--- src/logic/pies_pkg.sv ---
`default_nettype none
package pies_pkg;

  localparam int ADDR_W = 12;
  localparam int DATA_W = 32;

  // register indices; byte address is four times the index
  localparam logic [7:0] IDX_CTL = 8'h11;
  localparam logic [7:0] IDX_ONE = 8'h12;
  localparam logic [7:0] IDX_TWO = 8'h13;
  localparam logic [ADDR_W-1:0] ADDR_CTL = {2'h0, IDX_CTL, 2'h0};
  localparam logic [ADDR_W-1:0] ADDR_ONE = {2'h0, IDX_ONE, 2'h0};
  localparam logic [ADDR_W-1:0] ADDR_TWO = {2'h0, IDX_TWO, 2'h0};

  // field layout of the two event registers and width of the control register
  localparam int FLAG_LSB = 8;
  localparam int FLAG_W   = 8;
  localparam int CTL_W    = 4;

  localparam logic [FLAG_W-1:0] FLAG_RST = 8'h00;
  localparam logic [FLAG_W-1:0] ENAB_RST = 8'h00;
  localparam logic [CTL_W-1:0]  CTL_RST  = 4'h8;

  // control bits: [3] polarity, [2] test, [1] global enable, [0] pin output enable
  typedef struct packed {
    logic pol;
    logic test;
    logic ie;
    logic oe;
  } pies_ctl_t;

  typedef struct packed {
    logic link_qual;
    logic energy;
    logic link;
    logic speed;
    logic duplex;
    logic an_done;
    logic fc_half;
    logic re_half;
    logic eee_err;
    logic an_err;
    logic page_rx;
    logic lb_fifo;
    logic mdix_chg;
    logic sleep;
    logic pol_chg;
    logic wol_pkt;
    logic jabber;
  } pies_evt_t;

  typedef enum logic [1:0] {
    SEL_NONE,
    SEL_CTL,
    SEL_ONE,
    SEL_TWO
  } pies_sel_t;

  typedef struct packed {
    logic [FLAG_W-1:0] status_one;
    logic [FLAG_W-1:0] enab_one;
    logic [FLAG_W-1:0] status_two;
    logic [FLAG_W-1:0] enab_two;
    pies_ctl_t         ctl;
    logic              pready;
    logic              pslverr;
    logic [DATA_W-1:0] prdata;
    logic              pin_o;
    logic              pin_oe;
    logic              pwr_dn;
  } pies_st_t;

  localparam pies_st_t ST_RST = '{
    status_one: FLAG_RST,
    enab_one:   ENAB_RST,
    status_two: FLAG_RST,
    enab_two:   ENAB_RST,
    ctl:        pies_ctl_t'(CTL_RST),
    pready:     1'b0,
    pslverr:    1'b0,
    prdata:     32'h0000_0000,
    pin_o:      1'b1,
    pin_oe:     1'b0,
    pwr_dn:     1'b0
  };

endpackage : pies_pkg
`default_nettype wire

--- src/logic/pies_sync.sv ---
`timescale 1ns/1ps
`default_nettype none
module pies_sync (
  input  wire logic clk,
  input  wire logic resetn,
  input  wire logic din,
  output var  logic dout
);

  logic meta_q;

  // pin idles high, so both stages reset high
  always_ff @(posedge clk or negedge resetn) begin
    if (!resetn) begin
      meta_q <= 1'b1;
      dout   <= 1'b1;
    end else begin
      meta_q <= din;
      dout   <= meta_q;
    end
  end

endmodule : pies_sync
`default_nettype wire

--- src/logic/pies_top.sv ---
// Implementation choice: the APB register port.
`timescale 1ns/1ps
`default_nettype none
module pies_top
  import pies_pkg::*;
(
  input  wire logic              clk,
  input  wire logic              resetn,
  input  wire logic              psel,
  input  wire logic              penable,
  input  wire logic              pwrite,
  input  wire logic [ADDR_W-1:0] paddr,
  input  wire logic [DATA_W-1:0] pwdata,
  output var  logic              pready,
  output var  logic              pslverr,
  output var  logic [DATA_W-1:0] prdata,
  input  wire pies_evt_t         evt,
  input  wire logic              link_up,
  input  wire logic              pin_i,
  output var  logic              pin_o,
  output var  logic              pin_oe,
  output var  logic              powerdown_req
);

  function automatic pies_sel_t pies_dec(input logic [ADDR_W-1:0] a);
    pies_sel_t s;
    s = SEL_NONE;
    if (a == ADDR_CTL) begin
      s = SEL_CTL;
    end else if (a == ADDR_ONE) begin
      s = SEL_ONE;
    end else if (a == ADDR_TWO) begin
      s = SEL_TWO;
    end
    return s;
  endfunction : pies_dec

  pies_st_t          st_q;
  pies_st_t          st_d;
  logic              pin_sync;
  logic [FLAG_W-1:0] set_one;
  logic [FLAG_W-1:0] set_two;
  logic [FLAG_W-1:0] clr_one;
  logic [FLAG_W-1:0] clr_two;
  logic              acc;
  logic              done;
  logic              irq;
  pies_sel_t         sel;

  pies_sync u_pin_sync (
    .clk    (clk),
    .resetn (resetn),
    .din    (pin_i),
    .dout   (pin_sync)
  );

  always_comb begin
    st_d = st_q;
    sel  = pies_dec(paddr);
    acc  = psel & penable;
    done = acc & st_q.pready;

    set_one    = 8'h00;
    set_one[7] = evt.link_qual & link_up;
    set_one[6] = evt.energy;
    set_one[5] = evt.link;
    set_one[4] = evt.speed;
    set_one[3] = evt.duplex;
    set_one[2] = evt.an_done;
    set_one[1] = evt.fc_half;
    set_one[0] = evt.re_half;

    set_two    = 8'h00;
    set_two[7] = evt.eee_err;
    set_two[6] = evt.an_err;
    set_two[5] = evt.page_rx;
    set_two[4] = evt.lb_fifo;
    set_two[3] = evt.mdix_chg;
    set_two[2] = evt.sleep;
    set_two[1] = evt.pol_chg | evt.wol_pkt;
    set_two[0] = evt.jabber;

    // clear only what the reader actually saw; later events survive the read
    clr_one = 8'h00;
    clr_two = 8'h00;
    if (done && !pwrite && sel == SEL_ONE) begin
      clr_one = st_q.prdata[FLAG_LSB +: FLAG_W];
    end
    if (done && !pwrite && sel == SEL_TWO) begin
      clr_two = st_q.prdata[FLAG_LSB +: FLAG_W];
    end
    st_d.status_one = (st_q.status_one & ~clr_one) | set_one;
    st_d.status_two = (st_q.status_two & ~clr_two) | set_two;

    // one wait state: read data is snapshot in the first access cycle
    st_d.pready = acc & ~st_q.pready;
    if (acc && !st_q.pready) begin
      st_d.pslverr = (sel == SEL_NONE);
      st_d.prdata  = 32'h0000_0000;
      if (!pwrite) begin
        case (sel)
          SEL_CTL: st_d.prdata = {28'h000_0000, st_q.ctl};
          SEL_ONE: st_d.prdata = {16'h0000, st_q.status_one, st_q.enab_one};
          SEL_TWO: st_d.prdata = {16'h0000, st_q.status_two, st_q.enab_two};
          default: st_d.prdata = 32'h0000_0000;
        endcase
      end
    end

    if (done && pwrite) begin
      case (sel)
        SEL_CTL: st_d.ctl      = pies_ctl_t'(pwdata[CTL_W-1:0]);
        SEL_ONE: st_d.enab_one = pwdata[FLAG_W-1:0];
        SEL_TWO: st_d.enab_two = pwdata[FLAG_W-1:0];
        default: st_d.ctl      = st_q.ctl;
      endcase
    end

    irq = st_q.ctl.test
        | (st_q.ctl.ie
           & ((|(st_q.status_one & st_q.enab_one))
              | (|(st_q.status_two & st_q.enab_two))));
    st_d.pin_oe = st_q.ctl.oe;
    st_d.pin_o  = st_q.ctl.pol ? ~irq : irq;
    // pin is an active-low powerdown request only while not driven
    st_d.pwr_dn = ~st_q.ctl.oe & ~pin_sync;
  end

  always_ff @(posedge clk or negedge resetn) begin
    if (!resetn) begin
      st_q <= ST_RST;
    end else begin
      st_q <= st_d;
    end
  end

  always_comb begin
    pready        = st_q.pready;
    pslverr       = st_q.pslverr;
    prdata        = st_q.prdata;
    pin_o         = st_q.pin_o;
    pin_oe        = st_q.pin_oe;
    powerdown_req = st_q.pwr_dn;
  end
endmodule : pies_top
`default_nettype wire

--- config.mk ---
export PLATFORM = sky130hd
export DESIGN_NAME = pies_top
export DESIGN_NICKNAME = d
export VERILOG_FILES = /design/src/logic/pies_pkg.sv /design/src/logic/pies_sync.sv /design/src/logic/pies_top.sv
export SDC_FILE = /design/constraint.sdc
export NUM_CORES = 1
export LEC_CHECK = 0
export ABC_AREA = 0
export BUFFER_PORTS_ARGS = -buffer_cell sky130_fd_sc_hd__buf_2
export CAP_MARGIN = 25
export CORE_MARGIN = 2
export CORE_UTILIZATION = 30
export CTS_CLUSTER_DIAMETER = 200
export CTS_CLUSTER_SIZE = 12
export DETAILED_ROUTE_END_ITERATION = 10
export PLACE_DENSITY_LB_ADDON = 0.05
export SLEW_MARGIN = 5
export SYNTH_ARGS = -nofsm -noshare
export SYNTH_HDL_FRONTEND = slang
export SYNTH_SLANG_ARGS = --single-unit
export TNS_END_PERCENT = 100
--- constraint.sdc ---
create_clock -name clk -period 1.75 [get_ports clk]
set_input_delay 0.0875 -clock clk [delete_from_list [all_inputs] [get_ports clk]]
set_output_delay 0.0875 -clock clk [all_outputs]
set_load 0.1 [all_outputs]
After elaboration in Yosys (flattened, before gate mapping)
Cells that the tools add are included.

word-level totals
  memories = 0
  bits in writable memories = 0
  input bits = 68
  bits in latches = 0
  logic and storage cells = 64
  register bits = 75
  memory bits (read-only) = 0
  output and inout port bits = 37

cells by class
  divide/modulo/power cells = 0
  reductions and logical operators = 13
  bitwise operators = 21
  order comparisons = 0
  multiplexer cells = 8
  add/sub/neg operators = 0
  equality and inequality tests = 6
  multipliers = 0
  shift operators = 0

operators by type and width
  operator                                                                 count
  16-bit one-hot mux with 3 select lines                                   1
  12-bit by 7-bit equality test with 1-bit output (second input constant)  3
  8-bit bitwise AND                                                        4
  16-bit 2-to-1 mux                                                        1
  8-bit 2-to-1 mux                                                         2
  8-bit inverter                                                           2
  8-bit bitwise OR                                                         2
  8-bit OR reduction                                                       2
  1-bit bitwise AND                                                        6
  2-bit 2-to-1 mux                                                         3
  2-bit AND reduction                                                      3
  1-bit logical AND                                                        5
  2-bit equality test (second input constant)                              2
  1-bit inverter                                                           4
  1-bit bitwise OR                                                         3
  2-bit by 1-bit equality test with 1-bit output (second input constant)   1
  1-bit logical NOT                                                        2
  2-bit logical NOT                                                        1
  1-bit 2-to-1 mux                                                         1

Logic depth before layout (Yosys ltp)
  depth after elaboration = 10
  mapped depth = 6
  depth with buffers taken out = 5

By module
Synthesis repeated with hierarchy kept, for this count alone.

second synthesis, totals
  cells, all modules = 238
  area, all modules = 2805.2 sq um

modules (own cells, without submodules)
  module     seq. area each (sq um)  area each (sq um)  times used  cells each
  pies_top   1428.9                  2752.6             1           236
  pies_sync  52.6                    52.6               1           2

Worst setup path before layout
OpenSTA, ideal clock, no wires.

  kind = reg-to-reg
  from = register st_q, in the netlist pready
  to = register st_q[41] (netlist bit)
  buffers on the path = 0
  arrival = 1.981 ns
  required time = 1.625 ns
  slack = -0.356 ns
  stages on the path, launching flop included = 5
  setup time = 0.125 ns
  period minus slack after synthesis = 2.106 ns
  cell sequence = dfrtp_1 -> and3_1 -> nand3_1 -> nor2_4 -> mux2_2

on the way
  word-level cells in the longest chain between the ends = 3

RTL lines
  element                        line             source
  start: declaration             pies_top.sv:38   pies_st_t st_q;
  start signal: assignment       pies_top.sv:133  st_q <= st_d;
  1-bit bitwise AND              pies_top.sv:61   done = acc & st_q.pready;
  1-bit logical AND              pies_top.sv:110  if (done && pwrite) begin
  2-bit AND reduction (no line)  --

No other way between the ends.
A chain may end at the register's enable or synchronous reset.

==> impl_metrics.toml <==
[place]
post-place-cells = 403
gp_congestion = 0.692
placed_cell_area_mm2 = 0.00318
portBuffers = 64
place_ws_ps = 67.1
place_hpwl_um = 4940

[cts]
cts.sink_count = 59
cts_tree = "built"
clk_pin_slew_ps = 70
h-tree-depth = 3
cts-resized-gates = 0
root_buffer = "clkbuf_8"
max-clock-path-buffers = 2
cts-buffers-inserted = 9
clkLatencyLatePin_ps = 340

[worst_setup_path]
ff2ff_setup_slack_ps = 140
r2r-start = "pready"
required_ps = 1980
cp-end-kind = "flop"
reg2regPathDepth = 6
cp.arrival_ps = 1840
reg2reg_to = "st_q[49]"
crit_type = "flop to flop"
critPathMaxFanout = 5
worstSetupStartpointType = "flop"

[synth]
ys_ff_latch = 59
synth_area_per_cell_um2 = 11.8
yosysWarnings = 0
synth_ff_type = "dfrtp_1"
seq_area_frac_synth = 0.528
syn_area_mm2 = 0.00281
yosysUniqueCellTypes = 34
yosys-top-cells-area = "dfrtp_1 (49%), mux2_2 (9.6%), buf_4 (8.8%), nand2_1 (4.8%), mux2i_1 (4.3%)"
synth_cells = 238
yosysTopAreaCell = "dfrtp_1"
synth_top_area_share = 0.491
async_flop_share = 1.00
synth_edf_count = 0

[final_layout]
syn_to_final_growth_pct = 29.3
layout.nets = 395
nFillCells = 922
design_area_mm2 = 0.00363
multi_input_area_mm2 = 0.00111
register_area_mm2 = 0.00149
diodes = 0
drive_gt1_frac = 0.392
stdcell_count = 443

[pwr]
p_int_uw = 2270
cellLeakagePower_uw = 0.00173
clock_power_share = 0.430
p_sw_uw = 827
ir_drop_mv = 0.429
seqPwrFrac = 0.444
switching_share = 0.267
cellPowerDensity_mw_per_mm2 = 855
comb_power_share = 0.125

[die]
die_area_mm2 = 0.0101
initial_utilization = 0.306
die_w_um = 101
core.rowCount = 35
ios = 105
die_y_um = 101
core_area_mm2 = 0.00915

[sta]
setup_ws_ps = 141
skew_ps = 11.1
worstMarginPinSlew_ps = 641
drv_slew = 0
finalSetupViolCount = 0
max_freq_ghz = 0.622
relSlewSlack = 0.573
fin_crit_sh = 0.919
hold_viol = 0
rsz0062_at_grt = "false"
period_minus_slack_ps = 1610
setup_tns_ps = 0

[route]
viasPerCell = 4.58
avgRoutedWirePerCell_um = 15.3
drcViolationCount = 0
vias = 2029
wl_um = 6800
final_antenna_net_count = 0
detailedRoute.firstIterationViolations = 37
firstDrtPassIters = 6

[global_routing]
grt_max_degree = 27
antenna_found_initial = 0
grt_pass1_vias = 2110
track_usage = 0.147
grt_remaining_overflow = 0
grt_pass1_wl_um = 11100

[hold_path]
whs_endpoint = "st_q[58]"
worstHoldPathType = "input port to flop"
min_from = "pwdata[1]"
min_delay_path_depth = 2

[outcome]
status = "completed"

[flow_run]
drv_cap = 0
## Yosys cell counts, types with 2 or more instances
| library cell | count |
|---|---|
| mux2_2 | 24 |
| clkbuf_1 | 2 |
| a221oi_1 | 4 |
| nand2_1 | 36 |
| dfstp_2 | 4 |
| buf_2 | 2 |
| nor2_1 | 3 |
| nor2_4 | 4 |
| o21ai_0 | 17 |
| dfrtp_1 | 55 |
| mux2i_1 | 12 |
| a22o_1 | 5 |
| a21o_1 | 14 |
| buf_4 | 33 |
| a22oi_1 | 4 |
## power groups by stage
| stage | clock network (µW) | registers [µW] | logic [µW] |
|---|---|---|---|
| after floorplan | 0 | 1450 | 219 |
| after global placement | 0 | 1400 | 352 |
| after detailed placement | 0 | 1400 | 352 |
| after CTS | 1380 | 1380 | 393 |
| after global routing | 1440 | 1380 | 412 |
| final | 1330 | 1380 | 388 |
## sequential cells by signal, summed over array words and instances, names as in the netlist
signal / flops
st_q: 35
prdata: 16
pready: 1
u_pin_sync.meta_q: 1
pin_o: 1
powerdown_req: 1
u_pin_sync.dout: 1
pin_oe: 1
st_d: 1
pslverr: 1
## critical path, cell delays in order, from the launching register on
cell and delay [ps]:
dfrtp_4 410, and3_1 210, nand3_1 210, nor2_4 270
buf_4 190, nand2_1 50, a21o_1 170
## area by class of cell
type / instances / share of cell area
flip-flops and latches: 59 / 0.410
multi-input cells: 155 / 0.305
repair buffers: 101 / 0.188
well taps: 111 / 0.0383
clock buffers: 11 / 0.0362
clock inverters: 5 / 0.0214
inverters: 1 / 0.00104
## cells in the final DEF, fill, tap and decap left out, types with 9 or more instances in the layout
cell           instances
nand2_1               36
o21ai_0               17
a21o_1                14
conb_1                16
clkbuf_8               9
mux2i_1               12
dfrtp_1               54
mux2_2                24
buf_2                 64
dlygate4sd3_1         24
buf_4                 11
## kinds of logic (layout without fill, tap and decap cells)
| kind of cell | Yosys count | in the layout | synth area share |
|---|---|---|---|
| AOI/OAI and AO/OA | 47 | 47 | 0.116 |
| xor gates and xnor gates | 1 | 1 | 0.00312 |
| other | 1 | 16 | 0.00134 |
| and+or+nand+nor | 55 | 55 | 0.115 |
| muxes | 36 | 36 | 0.139 |
| buffers and inverters | 39 | 118 | 0.0977 |
| DFF | 59 | 59 | 0.528 |
## worst max-delay path by stage
stage,start,endpoint,cells after the start
6_report,pready,st_q[49],6
5_1_grt,pready,st_q[49],6
4_1_cts,pready,st_q[49],6
3_5_place_dp,paddr[5],st_d[1],5
3_3_place_gp,paddr[5],st_q[39],5
2_1_floorplan,pready,st_q[41],4
## metal layers
| metal | vias up | global-route usage | routed length, µm |
|---|---|---|---|
| met3 | 6 | 0.0374 | 268 |
| met5 | - | 0 | 0 |
| met2 | 60 | 0.242 | 3260 |
| li1 | 965 | - | - |
| met1 | 998 | 0.189 | 3180 |
| met4 | 0 | 0.0474 | 83 |
## metrics by stage
step                      hold WS [ps]  utilization  total power, µW
final                             35.2        0.396             3100
after global routing              28.2        0.396             3230
after CTS                         17.9        0.396             3150
after detailed placement           161        0.347             1760
after global placement             153        0.347             1750
after floorplan                   -208            -             1670
## timing repair
| action | CTS | global route |
|---|---|---|
| buffers inserted | 0 | 0 |
| hold endpoints to repair | 43 | 0 |
| hold buffers | 24 | 0 |
(Power assumes the default switching activity.)
